## config.mk

```make
export PLATFORM = sky130hd
export DESIGN_NAME = msc_top
export DESIGN_NICKNAME = d
export VERILOG_FILES = /design/src/common/msc_pkg.sv /design/src/hdl/msc_top.sv /design/src/hdl/msc_sar.sv
export SDC_FILE = /design/constraint.sdc
export NUM_CORES = 1
export LEC_CHECK = 0
export BUFFER_PORTS_ARGS = -buffer_cell sky130_fd_sc_hd__buf_2
export CAP_MARGIN = 30
export CORE_MARGIN = 2
export CORE_UTILIZATION = 45
export DETAILED_ROUTE_END_ITERATION = 16
export HOLD_SLACK_MARGIN = 0.03
export PLACE_DENSITY_LB_ADDON = 0.2
export SLEW_MARGIN = 25
export SYNTH_ARGS = -nofsm -noshare
export SYNTH_HDL_FRONTEND = slang
export SYNTH_SLANG_ARGS = --single-unit
```

## constraint.sdc

```tcl
create_clock -name sys_clk_i -period 2.5 [get_ports sys_clk_i]
set_input_delay 0.125 -clock sys_clk_i [delete_from_list [all_inputs] [get_ports sys_clk_i]]
set_output_delay 0.125 -clock sys_clk_i [all_outputs]
set_load 0.005 [all_outputs]
```

## src/common/msc_pkg.sv

```systemverilog
/*
  Shared constants for the multiplexed converter serial control block:
  register offsets, reset values, configuration word fields and timing.
  Assumes a 40 MHz system clock and a 32-bit Avalon-MM register slave.
*/
package msc_pkg;
  // System clock period in picoseconds
  localparam int unsigned CLK_PERIOD_PS = 25000;
  // Widest result delivered on the serial output
  localparam int unsigned RESULT_W = 16;
  // Configuration word length in serial clock edges
  localparam int unsigned CFG_W = 8;
  // Falling edge after this bit opens acquisition
  localparam logic [3:0] ACQ_OPEN_BIT = 4'h6;
  // Least settling time before a conversion start, in ns
  localparam int unsigned ACQ_MIN_NS = 4000;
  // Same time in clock cycles, rounded up
  localparam int unsigned ACQ_MIN_CYC = (ACQ_MIN_NS * 1000 + CLK_PERIOD_PS - 1) / CLK_PERIOD_PS;
  // Register byte offsets
  localparam logic [3:0] REG_STATUS_OFS = 4'h0;
  localparam logic [3:0] REG_RESULT_OFS = 4'h4;
  localparam logic [3:0] REG_CTRL_OFS = 4'h8;
  // Control register reset value: cycles per bit decision
  localparam logic [7:0] CTRL_STEP_RST = 8'h04;
  // Configuration word field positions, first bit shifted in is bit 7
  localparam int unsigned CFG_MUX_HI = 7;
  localparam int unsigned CFG_MUX_LO = 4;
  localparam int unsigned CFG_SINGLE_BIT = 7;
  localparam int unsigned CFG_UNIPOLAR_BIT = 3;
  localparam int unsigned CFG_GAIN_BIT = 2;
  localparam int unsigned CFG_NAP_BIT = 1;
  localparam int unsigned CFG_SLEEP_BIT = 0;
  // Configuration value after reset
  localparam logic [7:0] CFG_RST = 8'h00;
  // Status register field positions
  localparam int unsigned STAT_BUSY_BIT = 0;
  localparam int unsigned STAT_ACQ_BIT = 1;
  localparam int unsigned STAT_ACQ_OK_BIT = 2;
  localparam int unsigned STAT_CFG_LO = 8;
  localparam int unsigned STAT_CNT_LO = 16;
endpackage

```

## src/hdl/msc_top.sv

```systemverilog
/*
  Serial control of an eight-channel successive approximation converter:
  configuration word in, previous result out, conversion start and busy,
  plus an Avalon-MM register slave for status, last result and step time.
  Assumes serial clock, serial input, read enable, conversion start and
  comparator arrive asynchronously and are slower than sys_clk_i / 4.
*/
// The register addresses and the Avalon-MM slave port were chosen for this implementation.
// Notes on behaviour
// - Serial input ignored while read enable high
// - Serial output driven only with read enable low
// - Conversion starts on conversion-start rising edge
// - Eight rising edges capture configuration word
// - Acquire from sixth-bit falling edge until start
// - Start edges ignored while converting
// - Bits resolved top first by approximation
// - Finished result loads the output shift register
// - Result width twelve, fourteen or sixteen bits
// - Unipolar results are straight binary
// - Bipolar results are two's complement
// - Configuration sets channel and range together
// - Single-ended or differential per conversion
// - Busy low throughout each conversion
// - Shift out on falling, sample on rising
// - Readout belongs to previous configuration
// - Narrow variants pad trailing zero bits
`timescale 1ns/10ps
`default_nettype none
module msc_top #(
  parameter int unsigned RES_BITS = 16
) (
  input wire logic sys_clk_i,
  input wire logic rst_n_i,
  input wire logic [3:0] avs_address_i,
  input wire logic avs_read_i,
  input wire logic avs_write_i,
  input wire logic [31:0] avs_writedata_i,
  output logic [31:0] avs_readdata_o,
  output logic avs_waitrequest_o,
  input wire logic sclk_i,
  input wire logic serial_in_i,
  input wire logic rd_n_i,
  input wire logic convert_start_i,
  input wire logic cmp_i,
  output logic serial_out_o,
  output logic serial_out_oe_o,
  output logic busy_n_o,
  output logic [msc_pkg::RESULT_W-1:0] dac_code_o,
  output logic [3:0] mux_cfg_o,
  output logic single_ended_o,
  output logic unipolar_select_o,
  output logic gain_o,
  output logic nap_o,
  output logic sleep_o,
  output logic acquire_o
);
  import msc_pkg::*;

  // Pin synchronisers, two stages each
  logic [4:0] sync1_reg; // First stage, read only by second
  logic [4:0] sync2_reg; // Second stage
  logic sclk_d_reg; // Delayed serial clock for edges
  logic conv_d_reg; // Delayed start for edges

  // Serial side state
  logic [3:0] bit_cnt_reg; // Rising edges taken since the last conversion start
  logic [7:0] cfg_shift_reg; // Incoming configuration bits
  logic [7:0] cfg_reg; // Last full configuration word
  logic [7:0] cfg_conv_reg; // Configuration of running conversion
  logic [RESULT_W-1:0] out_shift_reg; // Result being shifted out
  logic out_bit_reg; // Serial output flop
  logic acq_reg; // Acquisition window open
  logic [7:0] acq_cnt_reg; // Acquisition time elapsed, saturating
  logic acq_ok_reg; // Last start met the settling time

  // Register file
  logic [7:0] step_reg; // Cycles per bit decision
  logic [RESULT_W-1:0] result_reg; // Last formatted result
  logic [15:0] conv_cnt_reg; // Finished conversions
  logic ack_reg; // Bus answer phase
  logic [31:0] rdata_reg; // Read data flop

  // Converter engine
  logic sar_busy;
  logic sar_done;
  logic [RES_BITS-1:0] sar_result;
  logic [RES_BITS-1:0] sar_code;

  // Synchronised pins
  wire logic sclk_s = sync2_reg[0];
  wire logic sin_s = sync2_reg[1];
  wire logic rd_n_s = sync2_reg[2];
  wire logic conv_s = sync2_reg[3];
  wire logic cmp_s = sync2_reg[4];

  // Edge decode
  wire logic sclk_rise = sclk_s & ~sclk_d_reg;
  wire logic sclk_fall = ~sclk_s & sclk_d_reg;
  wire logic conv_rise = conv_s & ~conv_d_reg;
  // Sampling only while read enable is low
  wire logic take_bit = sclk_rise & ~rd_n_s & (bit_cnt_reg < 4'(CFG_W));
  wire logic last_bit = take_bit & (bit_cnt_reg == 4'(CFG_W - 1));
  // Shift out on falling edges while enabled
  wire logic shift_out = sclk_fall & ~rd_n_s;
  wire logic acq_open = sclk_fall & ~rd_n_s & (bit_cnt_reg == ACQ_OPEN_BIT);
  // A start edge during a conversion is dropped
  wire logic start_conv = conv_rise & ~sar_busy;
  wire logic [7:0] cfg_full = {cfg_shift_reg[6:0], sin_s};
  wire logic acq_met = (acq_cnt_reg == 8'(ACQ_MIN_CYC));

  // Result formatting: top bit flipped for bipolar, padded low bits
  wire logic bipolar = ~cfg_conv_reg[CFG_UNIPOLAR_BIT];
  wire logic [RES_BITS-1:0] coded = {sar_result[RES_BITS-1] ^ bipolar,
    sar_result[RES_BITS-2:0]};
  wire logic [RESULT_W-1:0] padded = RESULT_W'(coded) << (RESULT_W - RES_BITS);

  // Bus decode
  wire logic req = avs_read_i | avs_write_i;
  wire logic sel_status = (avs_address_i == REG_STATUS_OFS);
  wire logic sel_result = (avs_address_i == REG_RESULT_OFS);
  wire logic sel_ctrl = (avs_address_i == REG_CTRL_OFS);
  wire logic ctrl_wr = avs_write_i & ack_reg & sel_ctrl;
  wire logic [31:0] status_word = {conv_cnt_reg, cfg_reg, 5'h00, acq_ok_reg, acq_reg, sar_busy};
  wire logic [31:0] read_mux = sel_status ? status_word :
    sel_result ? {16'h0000, result_reg} :
    sel_ctrl ? {24'h00_0000, step_reg} : 32'h0000_0000;

  msc_sar #(
    .W(RES_BITS)
  ) u_sar (
    .sys_clk_i(sys_clk_i),
    .rst_n_i(rst_n_i),
    .start_i(start_conv),
    .step_i(step_reg),
    .cmp_i(cmp_s),
    .code_o(sar_code),
    .busy_o(sar_busy),
    .done_o(sar_done),
    .result_o(sar_result)
  );

  // Two-stage synchronisers and edge history
  always_ff @(posedge sys_clk_i or negedge rst_n_i) begin
    if (!rst_n_i) begin
      sync1_reg <= 5'h04;
      sync2_reg <= 5'h04;
      sclk_d_reg <= 1'b0;
      conv_d_reg <= 1'b0;
    end else begin
      sync1_reg <= {cmp_i, convert_start_i, rd_n_i, serial_in_i, sclk_i};
      sync2_reg <= sync1_reg;
      sclk_d_reg <= sclk_s;
      conv_d_reg <= conv_s;
    end
  end

  // Configuration capture, count restarts with each conversion
  always_ff @(posedge sys_clk_i or negedge rst_n_i) begin
    if (!rst_n_i) begin
      bit_cnt_reg <= 4'h0;
      cfg_shift_reg <= CFG_RST;
      cfg_reg <= CFG_RST;
    end else if (start_conv) begin
      bit_cnt_reg <= 4'h0;
    end else if (take_bit) begin
      bit_cnt_reg <= bit_cnt_reg + 4'h1;
      cfg_shift_reg <= cfg_full;
      if (last_bit) begin
        cfg_reg <= cfg_full;
      end
    end
  end

  // Conversion takes the configuration in force at its start
  always_ff @(posedge sys_clk_i or negedge rst_n_i) begin
    if (!rst_n_i) begin
      cfg_conv_reg <= CFG_RST;
    end else if (start_conv) begin
      cfg_conv_reg <= cfg_reg;
    end
  end

  // Acquisition window and its elapsed time
  always_ff @(posedge sys_clk_i or negedge rst_n_i) begin
    if (!rst_n_i) begin
      acq_reg <= 1'b0;
      acq_cnt_reg <= 8'h00;
      acq_ok_reg <= 1'b0;
    end else if (start_conv) begin
      acq_reg <= 1'b0;
      acq_ok_reg <= acq_reg & acq_met;
    end else if (acq_open) begin
      acq_reg <= 1'b1;
      acq_cnt_reg <= 8'h00;
    end else if (acq_reg & ~acq_met) begin
      acq_cnt_reg <= acq_cnt_reg + 8'h01;
    end
  end

  // Output shift register: loaded at conversion end, top bit first
  always_ff @(posedge sys_clk_i or negedge rst_n_i) begin
    if (!rst_n_i) begin
      out_shift_reg <= '0;
      out_bit_reg <= 1'b0;
    end else if (sar_done) begin
      out_shift_reg <= {padded[RESULT_W-2:0], 1'b0};
      out_bit_reg <= padded[RESULT_W-1];
    end else if (shift_out) begin
      out_bit_reg <= out_shift_reg[RESULT_W-1];
      out_shift_reg <= {out_shift_reg[RESULT_W-2:0], 1'b0};
    end
  end

  // Last result and conversion count for software
  always_ff @(posedge sys_clk_i or negedge rst_n_i) begin
    if (!rst_n_i) begin
      result_reg <= '0;
      conv_cnt_reg <= 16'h0000;
    end else if (sar_done) begin
      result_reg <= padded;
      conv_cnt_reg <= conv_cnt_reg + 16'h0001;
    end
  end

  // Bus answer: one wait cycle, then read data and write take effect
  always_ff @(posedge sys_clk_i or negedge rst_n_i) begin
    if (!rst_n_i) begin
      ack_reg <= 1'b0;
      rdata_reg <= 32'h0000_0000;
    end else begin
      ack_reg <= req & ~ack_reg;
      rdata_reg <= read_mux;
    end
  end

  // Step time register
  always_ff @(posedge sys_clk_i or negedge rst_n_i) begin
    if (!rst_n_i) begin
      step_reg <= CTRL_STEP_RST;
    end else if (ctrl_wr) begin
      step_reg <= avs_writedata_i[7:0];
    end
  end

  // Bus outputs
  assign avs_waitrequest_o = req & ~ack_reg;
  assign avs_readdata_o = rdata_reg;

  // Pin outputs
  assign serial_out_o = out_bit_reg;
  assign serial_out_oe_o = ~rd_n_s;
  assign busy_n_o = ~sar_busy;
  assign dac_code_o = RESULT_W'(sar_code) << (RESULT_W - RES_BITS);
  assign mux_cfg_o = cfg_conv_reg[CFG_MUX_HI:CFG_MUX_LO];
  assign single_ended_o = cfg_conv_reg[CFG_SINGLE_BIT];
  assign unipolar_select_o = cfg_conv_reg[CFG_UNIPOLAR_BIT];
  assign gain_o = cfg_conv_reg[CFG_GAIN_BIT];
  assign nap_o = cfg_reg[CFG_NAP_BIT];
  assign sleep_o = cfg_reg[CFG_SLEEP_BIT];
  assign acquire_o = acq_reg;
endmodule // msc_top
`default_nettype wire

```

## src/hdl/msc_sar.sv

```systemverilog
/*
  Successive approximation engine: walks a trial code from the top bit
  down, waiting a programmable number of cycles per bit for the DAC to
  settle, then keeps or drops the bit on the comparator decision.
  Assumes the comparator input is already synchronised to sys_clk_i.
*/
`timescale 1ns/10ps
`default_nettype none
module msc_sar #(
  parameter int unsigned W = 16
) (
  input wire logic sys_clk_i,
  input wire logic rst_n_i,
  input wire logic start_i,
  input wire logic [7:0] step_i,
  input wire logic cmp_i,
  output logic [W-1:0] code_o,
  output logic busy_o,
  output logic done_o,
  output logic [W-1:0] result_o
);
  import msc_pkg::*;

  typedef enum logic {SAR_IDLE, SAR_RUN} msc_sar_state_t;

  // One-hot mask for a bit position
  function automatic logic [W-1:0] bit_mask(input logic [4:0] idx);
    bit_mask = {{(W-1){1'b0}}, 1'b1} << idx;
  endfunction

  msc_sar_state_t state_reg; // Engine state
  logic [W-1:0] code_reg; // Trial code to the DAC
  logic [4:0] idx_reg; // Bit under decision
  logic [7:0] wait_reg; // Settling countdown
  logic done_reg; // End of conversion pulse
  logic [W-1:0] result_reg; // Last finished code
  wire logic settled = (wait_reg == 8'h00);
  // Trial with the current bit dropped when the comparator says too high
  wire logic [W-1:0] decided = cmp_i ? code_reg : (code_reg & ~bit_mask(idx_reg));

  // Bit walk, top bit first
  always_ff @(posedge sys_clk_i or negedge rst_n_i) begin
    if (!rst_n_i) begin
      state_reg <= SAR_IDLE;
      code_reg <= '0;
      idx_reg <= 5'h00;
      wait_reg <= 8'h00;
      done_reg <= 1'b0;
      result_reg <= '0;
    end else begin
      done_reg <= 1'b0;
      case (state_reg)
        SAR_IDLE: begin
          if (start_i) begin
            code_reg <= bit_mask(5'(W - 1));
            idx_reg <= 5'(W - 1);
            wait_reg <= step_i;
            state_reg <= SAR_RUN;
          end
        end
        SAR_RUN: begin
          if (!settled) begin
            wait_reg <= wait_reg - 8'h01;
          end else if (idx_reg == 5'h00) begin
            // Last bit decided
            code_reg <= decided;
            result_reg <= decided;
            done_reg <= 1'b1;
            state_reg <= SAR_IDLE;
          end else begin
            // Keep decision, try next lower bit
            code_reg <= decided | bit_mask(idx_reg - 5'h01);
            idx_reg <= idx_reg - 5'h01;
            wait_reg <= step_i;
          end
        end
        default: begin
          state_reg <= SAR_IDLE;
        end
      endcase
    end
  end

  assign code_o = code_reg;
  assign busy_o = (state_reg == SAR_RUN);
  assign done_o = done_reg;
  assign result_o = result_reg;
endmodule // msc_sar
`default_nettype wire

```

==> results of run 1 <==
layout by cell type (no fill, tap or decap), drive strengths merged, types with 6 or more instances in the layout:
cell type and count:
dfrtp 180, nand2 113, buf 110, o21ai 60, inv 42, nor2 33, mux2i 25, mux2 24
xnor2 19, clkbuf 18, and2 17, a21oi 17, dlygate4sd3 16, nand3 14, a31oi 14, nor3 13
ha 12, a31o 11, nand4 8, and4 7, xor2 7, nor4b 7, o22ai 6
worst min-delay path, cell delays in order:
cell	delay, ns
sky130_fd_sc_hd__buf_2	0.10
sky130_fd_sc_hd__nor3_1	0.09
sky130_fd_sc_hd__a22oi_1	0.19
sky130_fd_sc_hd__nor2_1	0.05
through the flow:
| stage | util [%] | instance area (µm²) | power, mW | cells |
|---|---|---|---|---|
| after floorplan | - | 7850 | 4.35 | 723 |
| after global placement | 50.3 | 8640 | 4.80 | 1020 |
| after detailed placement | 50.3 | 8640 | 4.86 | 1020 |
| after CTS | 54.9 | 9430 | 7.73 | 1068 |
| after global routing | 54.9 | 9440 | 8.06 | 1068 |
| final | 54.9 | 9440 | 7.68 | 1068 |
layer usage:
layer  GRT usage [%]  vias up  wire length, µm
met3            4.21       22              778
met1            28.8     2761             8120
met5               0        -                0
met2            31.7      142             8450
li1                -     2723                -
met4            6.48        0              276
kinds of logic (layout without fill, tap and decap cells):
| kind of cell | count (synthesis) | in the layout | synth area share [%] |
|---|---|---|---|
| simple gates | 241 | 241 | 15.5 |
| flops | 183 | 183 | 58.4 |
| compound gates | 138 | 138 | 11.0 |
| buf+inv | 74 | 194 | 3.67 |
| mux | 49 | 49 | 6.63 |
| xor+xnor | 26 | 26 | 2.90 |
| fa+ha+maj | 12 | 12 | 1.91 |
report_power, final:
group	leakage, nW	switching, mW	total, mW	internal (mW)
clock network	0.298	1.21	2.83	1.63
registers	2.45	0.357	3.60	3.25
logic	1.71	0.697	1.24	0.548
total	4.45	2.26	7.68	5.42
worst max path at each step:
stage / from / end / slack, ns / cells past startpoint
3_5_place_dp: u_sar.wait_reg[0] / u_sar.wait_reg[4] / 0.20 / 6
5_1_grt: u_sar.wait_reg[0] / u_sar.wait_reg[4] / -0.0009 / 6
3_3_place_gp: u_sar.wait_reg[0] / u_sar.wait_reg[4] / 0.29 / 6
2_1_floorplan: u_sar.wait_reg[0] / u_sar.code_o[2] / 0.39 / 7
6_report: u_sar.wait_reg[0] / u_sar.wait_reg[4] / 0.16 / 6
4_1_cts: u_sar.wait_reg[0] / u_sar.wait_reg[4] / 0.17 / 6
synthesized netlist by cell type (5+ instances only):
library cell | n | area share [%]
sky130_fd_sc_hd__dfrtp_1 | 180 | 57
sky130_fd_sc_hd__nand2_1 | 113 | 5.4
sky130_fd_sc_hd__o21ai_0 | 60 | 3.8
sky130_fd_sc_hd__inv_1 | 35 | 1.7
sky130_fd_sc_hd__nor2_1 | 32 | 1.5
sky130_fd_sc_hd__clkbuf_1 | 27 | 1.3
sky130_fd_sc_hd__mux2i_1 | 25 | 3.2
sky130_fd_sc_hd__mux2_2 | 24 | 3.4
sky130_fd_sc_hd__xnor2_1 | 19 | 2.1
sky130_fd_sc_hd__a21oi_1 | 17 | 1.1
sky130_fd_sc_hd__and2_1 | 17 | 1.4
sky130_fd_sc_hd__a31oi_1 | 14 | 1.1
sky130_fd_sc_hd__nand3_1 | 14 | 0.89
sky130_fd_sc_hd__ha_1 | 12 | 1.9
sky130_fd_sc_hd__nor3_1 | 12 | 0.77
sky130_fd_sc_hd__nand4_1 | 8 | 0.64
sky130_fd_sc_hd__a31o_1 | 7 | 0.78
sky130_fd_sc_hd__and4_1 | 7 | 0.78
sky130_fd_sc_hd__xor2_1 | 7 | 0.78
sky130_fd_sc_hd__o22ai_1 | 6 | 0.48
sky130_fd_sc_hd__a22oi_1 | 5 | 0.48
sky130_fd_sc_hd__and3_1 | 5 | 0.40
sky130_fd_sc_hd__buf_1 | 5 | 0.24
sky130_fd_sc_hd__buf_2 | 5 | 0.32
sky130_fd_sc_hd__nor3b_1 | 5 | 0.48
sky130_fd_sc_hd__nor4b_1 | 5 | 0.56
cell type report:
cell class              instances  area (µm²)  area share [%]
flip-flops and latches        183        4580            48.6
multi-input cells             466        3000            31.8
repair buffers                126         812            8.61
clock buffers                  18         439            4.65
well taps                     225         282            2.98
clock inverters                14         188            1.99
inverters                      36         135            1.43
what timing repair did:
| item | CTS | global route |
|---|---|---|
| setup endpoints to repair | 0 | 1 |
| gates resized for setup | 0 | 1 |
| hold endpoints to repair | 65 | 0 |
| hold buffers | 16 | 0 |
==> out/summary.txt, run 1 <==
run status = finished clean
die extent in x = 136 µm
area of the core region = 17200 µm²
detailed-router iteration count before antenna repair = 5
maximum number of pins on one net before global-route repair = 57
share of the yosys chip area belonging to registers = 58.4%
number of vias per cell = 5.29
detail-routed net length per standard cell = 16.5 µm
flip-flop and latch count after synthesis = 183
IO Count = 107
Remaining DRCs = 0
Worst Path Buf+Inv = 1
time the worst path needs with I/O delays and setup = 2.34 ns
highest clock frequency the design can meet = 0.428 GHz
cell class contributing the biggest share of worst-path delay = compound AO/OA/AOI/OAI gates
data arrival at the endpoint of the critical path = 2.66 ns
share of synthesized registers carrying an async set or reset = 100%
clock tree skew after final layout = 0.0104 ns
kind of start point of the critical path = register
synthesized area per cell = 10.9 µm²
total number of yosys warnings = 0
critical path endpoint category = register
post-route antenna net violation count = 0
wire length of the first global-routing pass = 29400 µm
primary flip-flop cell chosen by synthesis mapping = sky130_fd_sc_hd__dfrtp_1
Final Hold Viols = 0
antenna violations before repair = 0
P per Cell Area = 814 nW/µm²
launch instance of the worst min-delay path = avs_address_i[3]
FF-to-FF Start = u_sar.wait_reg[0]
count of port buffers added during placement = 82
number of flip-flops under the largest register name = 32
final slew viol count = 0
Die Footprint = 18500 µm²
routability congestion estimate = 0.825
TritonCTS clock tree = done
final worst slack = 0.162 ns
worst hold margin = 0.170 ns
maximum buffer depth of the clock tree = 2
Fin Setup TNS = 0 ns
GRT overflow = 0
number of different library cells in the post-synthesis netlist = 59
end point of the worst hold path = avs_readdata_o[7]
hpwl dp = 12300 µm
Routed Wire Length = 17600 µm
number of buffers added by the clock tree synthesis step = 17
maximum vdd ir drop = 526 µV
hold crit path type = primary input to register
CTS clock-pin slew for the worst setup and hold paths = 0.07 ns
total number of nets in the final design = 887
clock network latency to the later pin of the worst-skew pair = 0.44 ns
dpl ws = 0.200 ns
Slew HR = 54.9%
number of DRC markers in iteration 0 = 363
max_cap viols = 0
Die Height = 136 µm
layout-stage area growth over the synthesis result = 20.3%
layout cells sized above 1 = 22.2%
largest stage delay on the critical path = 0.55 ns
Net Count, Synth = 780
total routing resource utilization after global routing = 20.4%
Cells after Synth = 723
largest fanout of any net on the critical path = 6
Post-synth EDFFs = 0
cell with the most instances on the worst path = sky130_fd_sc_hd__o21ai_0
root buf cell = sky130_fd_sc_hd__clkbuf_16
Worst Path Class, Setup = register to register
cell breakdown of the critical path = inv_1, ha_1, or3b_2, o21ai_0, o21ai_0, a221oi_1
initial standard-cell utilization of the core = 45.7%
vias after detailed routing = 5648
Slew @ Worst Pin = 0.675 ns
post-synth design cell area = 7850 µm²
postcts setup bufs = 0
final-report setup violation count = 0
depth of the worst register-to-register path = 6
worst setup slack for register-to-register paths = 0.16 ns
data required time of the critical path = 2.82 ns
R2R Path End = u_sar.wait_reg[4]
cell row count = 48
number of clock sinks = 183
slowest library cell on the worst path = sky130_fd_sc_hd__or3b_2
Pleak = 4.45 nW
filler instances = 1528
diode insertion count for antenna repair = 0
share of the clock period used by the worst path after layout = 93.5%
number of levels in the clock H-tree = 4
via count of the first global-routing pass = 5707
instance count along the most critical hold path = 4
Note: power is estimated with default switching activity, not from simulation.
==> inputs of run 2 (changes only) <==
==> constraint.sdc (replaced) <==
create_clock -name sys_clk_i -period 2 [get_ports sys_clk_i]
set_input_delay 0.1 -clock sys_clk_i [delete_from_list [all_inputs] [get_ports sys_clk_i]]
set_output_delay 0.1 -clock sys_clk_i [all_outputs]
set_load 0.05 [all_outputs]
==> run 2 against run 1 <==
  * Largest power group unchanged
  * Worst setup slack got worse by 0.088 ns
  * Worst hold slack lost 0.030 ns
  * Global-route usage grew 0.22 points
  * Power up 32%
  * Sequential cell count did not move
  * Fmax increased by 21%
  * Cell count up 2.6%
  * Sequential share of layout area fell by 1.4 points
  * Via count increased by 4.1%
  * Combinational power rose by 80%
  * Highest routed layer unchanged
==> out/summary.txt, run 2 (same netlist as run 1, synthesis figures left out) <==
die extent in x = 136 µm (unchanged)
hold crit path type = primary input to register (unchanged)
run status = finished clean (unchanged)
final worst slack = 0.0739 ns (was 0.162 ns)
cell row count = 48 (unchanged)
FF-to-FF Start = u_sar.wait_reg[2] (was u_sar.wait_reg[0])
number of clock sinks = 183 (unchanged)
Routed Wire Length = 18200 µm (was 17600 µm)
highest clock frequency the design can meet = 0.519 GHz (was 0.428 GHz)
clock network latency to the later pin of the worst-skew pair = 0.43 ns (was 0.44 ns)
total routing resource utilization after global routing = 20.6% (was 20.4%)
filler instances = 1490 (was 1528)
total non-filler cell area in the finished layout = 9710 µm² (was 9440 µm²)
wire length of the first global-routing pass = 29500 µm (was 29400 µm)
data arrival at the endpoint of the critical path = 2.24 ns (was 2.66 ns)
final slew viol count = 0 (unchanged)
launch instance of the worst min-delay path = avs_address_i[0] (was avs_address_i[3])
Die Footprint = 18500 µm² (unchanged)
critical path endpoint category = register (unchanged)
Worst Path Class, Setup = register to register (unchanged)
vias after detailed routing = 5878 (was 5648)
instance count after placement with tap cells included = 1047 (was 1020)
via count of the first global-routing pass = 5812 (was 5707)
Pleak = 4.61 nW (was 4.45 nW)
layout cells sized above 1 = 25.4% (was 22.2%)
Fin Setup TNS = 0 ns (unchanged)
CTS clock-pin slew for the worst setup and hold paths = 0.07 ns (about the same)
data required time of the critical path = 2.32 ns (was 2.82 ns)
number of buffers added by the clock tree synthesis step = 17 (unchanged)
number of vias per cell = 5.36 (was 5.29)
leading cell types in the layout, fill and taps excluded = sky130_fd_sc_hd__dfrtp_1 (180), sky130_fd_sc_hd__nand2_1 (112), sky130_fd_sc_hd__buf_2 (81) (was sky130_fd_sc_hd__dfrtp_1 (180), sky130_fd_sc_hd__nand2_1 (113), sky130_fd_sc_hd__buf_2 (81))
Final Hold Viols = 0 (unchanged)
diode insertion count for antenna repair = 0 (unchanged)
root buf cell = sky130_fd_sc_hd__clkbuf_16 (unchanged)
detail-routed net length per standard cell = 16.6 µm (was 16.5 µm)
Die Height = 136 µm (unchanged)
final-report setup violation count = 0 (unchanged)
kind of start point of the critical path = register (unchanged)
number of flip-flops under the largest register name = 32 (unchanged)
P per Cell Area = 1040 nW/µm² (was 814 nW/µm²)
Worst Setup SP = u_sar.wait_reg[2] (was u_sar.wait_reg[0])
most common cell after layout, fill and taps aside = sky130_fd_sc_hd__dfrtp_1 (unchanged)
detailed-router iteration count before antenna repair = 4 (was 5)
count of port buffers added during placement = 82 (unchanged)
IO Count = 107 (unchanged)
number of levels in the clock H-tree = 4 (unchanged)
Slew @ Worst Pin = 0.525 ns (was 0.675 ns)
clock tree skew after final layout = 0.00907 ns (was 0.0104 ns)
maximum buffer depth of the clock tree = 2 (unchanged)
max_cap viols = 0 (unchanged)
post-route antenna net violation count = 0 (unchanged)
share of the clock period used by the worst path after layout = 96.3% (was 93.5%)
Remaining DRCs = 0 (unchanged)
TritonCTS clock tree = done (unchanged)
number of DRC markers in iteration 0 = 432 (was 363)
routability congestion estimate = 0.893 (was 0.825)
Final Non-Filler Cells = 1096 (was 1068)
initial standard-cell utilization of the core = 45.7% (unchanged)
antenna violations before repair = 0 (unchanged)
GRT overflow = 0 (unchanged)
dpl ws = -0.0684 ns (was 0.200 ns)
Slew HR = 64.8% (was 54.9%)
maximum number of pins on one net before global-route repair = 66 (was 57)
maximum vdd ir drop = 613 µV (was 526 µV)
largest fanout of any net on the critical path = 7 (was 6)
time the worst path needs with I/O delays and setup = 1.93 ns (was 2.34 ns)
Placed Area = 8870 µm² (was 8640 µm²)
hpwl dp = 12700 µm (was 12300 µm)
total number of nets in the final design = 915 (was 887)
area of the core region = 17200 µm² (unchanged)
layout-stage area growth over the synthesis result = 23.8% (was 20.3%)
[run 2: critical path, cell delays in order (launching register included)]
cell and delay, ns:
sky130_fd_sc_hd__dfrtp_1 0.39, sky130_fd_sc_hd__or4_4 0.63, sky130_fd_sc_hd__nor3_4 0.24, sky130_fd_sc_hd__buf_4 0.19, sky130_fd_sc_hd__nand3_1 0.08, sky130_fd_sc_hd__a32o_1 0.29
[run 2: worst paths after layout]
check,slack [ns],to,depth (start not counted)
min reg2reg,0.35,sync2_reg[1],0
min,0.14,avs_readdata_o[3],4
max reg2reg,0.07,u_sar.code_o[10],5
min in group asynchronous,0.17,sync2_reg[1],2
max in group asynchronous,1.07,step_reg[2],3
max,0.07,u_sar.code_o[10],5
[run 2: metal layers]
layer	vias up	GRT usage, %	routed length (µm)
met5	-	0	0
met4	0	7.64	218
met3	19	3.88	848
met2	159	33.6	8980
met1	2915	27.5	8170
li1	2785	-	-
[run 2: cell type report]
type	count	area, µm²	area share [%]
Sequential cell	183	4580	47.2
Multi-Input combinational cell	466	3050	31.4
Timing Repair Buffer	154	1050	10.8
Clock buffer	20	447	4.60
Tap cell	225	282	2.90
Clock inverter	12	165	1.70
Inverter	36	135	1.39
[run 2: timing repair]
| item | 4_1_cts | 5_1_grt |
|---|---|---|
| gates cloned | 0 | 0 |
| pin swaps | 0 | 2 |
| resized for setup | 2 | 10 |
| setup buffers | 0 | 1 |
| endpoints found under the setup margin | 4 | 39 |
| endpoints found under the hold margin | 68 | 0 |
| hold buffers | 16 | 0 |
[run 2: power by group]
group	internal (mW)	switching [mW]	total (mW)	leakage [nW]
Clock	2.02	1.48	3.50	0.300
Sequential	4.06	0.321	4.38	2.45
Combinational	0.905	1.32	2.23	1.86
Total	6.99	3.12	10.1	4.61
[run 2: through the flow]
| step | hold WS (ns) | util (%) | power [mW] |
|---|---|---|---|
| after floorplan | -0.196 | - | 5.67 |
| after global placement | 0.0768 | 51.7 | 6.47 |
| after detailed placement | 0.0789 | 51.7 | 6.56 |
| after CTS | 0.111 | 56.2 | 10.1 |
| after global routing | 0.151 | 56.5 | 10.6 |
| final | 0.140 | 56.5 | 10.1 |
==> inputs of run 3 (changes only) <==
--- a/config.mk
+++ b/config.mk
@@ -5,10 +5,12 @@
 export SDC_FILE = /design/constraint.sdc
 export NUM_CORES = 1
 export LEC_CHECK = 0
+export ABC_CLOCK_PERIOD_IN_PS = 2000
 export BUFFER_PORTS_ARGS = -buffer_cell sky130_fd_sc_hd__buf_2
 export CAP_MARGIN = 30
 export CORE_MARGIN = 2
 export CORE_UTILIZATION = 45
+export CTS_BUF_LIST = sky130_fd_sc_hd__clkbuf_8
 export DETAILED_ROUTE_END_ITERATION = 16
 export HOLD_SLACK_MARGIN = 0.03
 export PLACE_DENSITY_LB_ADDON = 0.2
==> run 3 against run 2 <==
  * Critical path depth increased by 2
  * Cell count about the same
  * Wire length fell by 0.55%
  * Combinational power about the same
  * Power shrank 8.4%
  * Utilization shrank 1.1 points
  * Clock skew rose by 0.0041 ns
  * Clock-buffer cell count down 2
  * Worst hold slack got worse by 0.035 ns
  * Non-clock buffer count grew 1
  * Critical path type unchanged
  * Critical endpoint is now u_sar.code_o[12]
  * Largest cell class unchanged
  * Highest routed layer unchanged
==> out/summary.txt, run 3 (same netlist as run 1, synthesis figures left out) <==
cell row count = 48 (unchanged)
share of the clock period used by the worst path after layout = 97.4% (was 96.3%)
Final Hold Viols = 0 (unchanged)
number of vias per cell = 5.36 (about the same)
clock tree skew after final layout = 0.0131 ns (was 0.00907 ns)
largest fanout of any net on the critical path = 8 (was 7)
clock network latency to the later pin of the worst-skew pair = 0.47 ns (was 0.43 ns)
P per Cell Area = 972 nW/µm² (was 1040 nW/µm²)
count of port buffers added during placement = 82 (unchanged)
time the worst path needs with I/O delays and setup = 1.95 ns (was 1.93 ns)
number of buffers added by the clock tree synthesis step = 17 (unchanged)
maximum number of pins on one net before global-route repair = 66 (unchanged)
wire length of the first global-routing pass = 29500 µm (about the same)
area of the core region = 17200 µm² (unchanged)
run status = finished clean (unchanged)
hpwl dp = 12700 µm (unchanged)
total power of the final layout = 9.26 mW (was 10.1 mW)
number of DRC markers in iteration 0 = 415 (was 432)
leading cell types in the layout, fill and taps excluded = sky130_fd_sc_hd__dfrtp_1 (180), sky130_fd_sc_hd__nand2_1 (113), sky130_fd_sc_hd__buf_2 (81) (was sky130_fd_sc_hd__dfrtp_1 (180), sky130_fd_sc_hd__nand2_1 (112), sky130_fd_sc_hd__buf_2 (81))
number of flip-flops under the largest register name = 32 (unchanged)
Placed Area = 8870 µm² (unchanged)
detailed-router iteration count before antenna repair = 5 (was 4)
total number of nets in the final design = 916 (was 915)
post-route antenna net violation count = 0 (unchanged)
total non-filler cell area in the finished layout = 9520 µm² (was 9710 µm²)
antenna violations before repair = 0 (unchanged)
routability congestion estimate = 0.893 (unchanged)
RSZ-0062 raised after global routing = yes
via count of the first global-routing pass = 5810 (was 5812)
hold crit path type = primary input to register (unchanged)
GRT overflow = 0 (unchanged)
final slew viol count = 0 (unchanged)
initial standard-cell utilization of the core = 45.7% (unchanged)
largest stage delay on the critical path = 0.42 ns (was 0.63 ns)
layout cells sized above 1 = 25.5% (was 25.4%)
die extent in x = 136 µm (unchanged)
maximum buffer depth of the clock tree = 2 (unchanged)
Die Height = 136 µm (unchanged)
data required time of the critical path = 2.40 ns (was 2.32 ns)
Worst Path Class, Setup = register to register (unchanged)
slowest library cell on the worst path = sky130_fd_sc_hd__or3b_4 (was sky130_fd_sc_hd__or4_4)
TritonCTS clock tree = done (unchanged)
critical path endpoint category = register (unchanged)
Slew HR = 64.7% (was 64.8%)
Remaining DRCs = 0 (unchanged)
instance count after placement with tap cells included = 1047 (unchanged)
diode insertion count for antenna repair = 0 (unchanged)
CTS clock-pin slew for the worst setup and hold paths = 0.09 ns (was 0.07 ns)
number of clock sinks = 183 (unchanged)
kind of start point of the critical path = register (unchanged)
max_cap viols = 0 (unchanged)
number of levels in the clock H-tree = 4 (unchanged)
layout-stage area growth over the synthesis result = 21.3% (was 23.8%)
vias after detailed routing = 5884 (was 5878)
root buf cell = sky130_fd_sc_hd__clkbuf_8 (was sky130_fd_sc_hd__clkbuf_16)
Slew @ Worst Pin = 0.525 ns (about the same)
highest clock frequency the design can meet = 0.514 GHz (was 0.519 GHz)
data arrival at the endpoint of the critical path = 2.35 ns (was 2.24 ns)
Die Footprint = 18500 µm² (unchanged)
cell breakdown of the critical path = inv_2, ha_4, or3b_4, nor3_4, nor4b_4, buf_6, a31o_1 (was or4_4, nor3_4, buf_4, nand3_1, a32o_1)
Fin Setup TNS = 0 ns (unchanged)
detail-routed net length per standard cell = 16.5 µm (was 16.6 µm)
maximum vdd ir drop = 620 µV (was 613 µV)
Routed Wire Length = 18100 µm (was 18200 µm)
Final Non-Filler Cells = 1097 (was 1096)
worst hold margin = 0.105 ns (was 0.140 ns)
Pleak = 4.53 nW (was 4.61 nW)
total routing resource utilization after global routing = 20.6% (about the same)
IO Count = 107 (unchanged)
final-report setup violation count = 0 (unchanged)
most common cell after layout, fill and taps aside = sky130_fd_sc_hd__dfrtp_1 (unchanged)
run 3: changes by cell type in the layout (fill, tap and decap cells not counted), sizes merged:
| cell | before | now |
|---|---|---|
| buf | 138 | 139 |
| clkbuf | 20 | 18 |
| inv | 39 | 41 |
run 3: path summary, 6_finish.rpt:
path | startpoint | cells past startpoint | slack [ns] | endpoint
max in group asynchronous | rst_n_i | 3 | 1.11 | step_reg[2]
hold reg to reg | sync1_reg[1] | 0 | 0.36 | sync2_reg[1]
hold / removal | avs_address_i[3] | 4 | 0.11 | avs_readdata_o[6]
setup reg to reg | u_sar.wait_reg[0] | 7 | 0.05 | u_sar.code_o[12]
setup / recovery | u_sar.wait_reg[0] | 7 | 0.05 | u_sar.code_o[12]
min in group asynchronous | rst_n_i | 2 | 0.13 | sync2_reg[1]
run 3: per-layer routing:
layer	global-route usage, %	wire [µm]	vias to the layer above
met2	33.1	8840	187
met5	0	0	-
met1	27.8	7940	2886
li1	-	-	2778
met3	3.69	955	33
met4	8.16	370	0
run 3: area by class of cell:
cell class / instances / area (µm²)
flip-flops and latches: 183 / 4580
repair buffers: 155 / 1060
multi-input cells: 466 / 3040
clock buffers: 18 / 248
clock inverters: 14 / 173
inverters: 36 / 135
fillers: 1515 / 7660
well taps: 225 / 282
run 3: through the flow:
| step | worst slack, ns | utilization, % |
|---|---|---|
| floorplan | 0.00673 | - |
| global route | -0.0204 | 55.4 |
| CTS | 0.0205 | 55.1 |
| finish | 0.0526 | 55.4 |
| detailed placement | -0.0684 | 51.7 |
| global placement | 0.0217 | 51.7 |
run 3: power by group:
group          internal [mW]  leakage [nW]  switching (mW)
clock                   1.28         0.221            1.37
sequential              4.06          2.45           0.322
combinational          0.915          1.86            1.32
run 3: repair_timing:
| item | CTS | global route |
|---|---|---|
| gates resized for setup | 3 | 8 |
| setup buffers | 0 | 2 |
| pin swaps | 1 | 5 |
| endpoints found under the setup margin | 4 | 40 |
| hold buffers | 16 | 0 |
| endpoints found under the hold margin | 107 | 0 |
run 3: worst max-delay path, delay by kind of cell, from the launching register on:
kind            cells  cell delay, ns
buf+inv             2            0.28
compound gates      1            0.17
simple gates        3            0.90
fa+ha+maj           1            0.14
flops               1            0.40
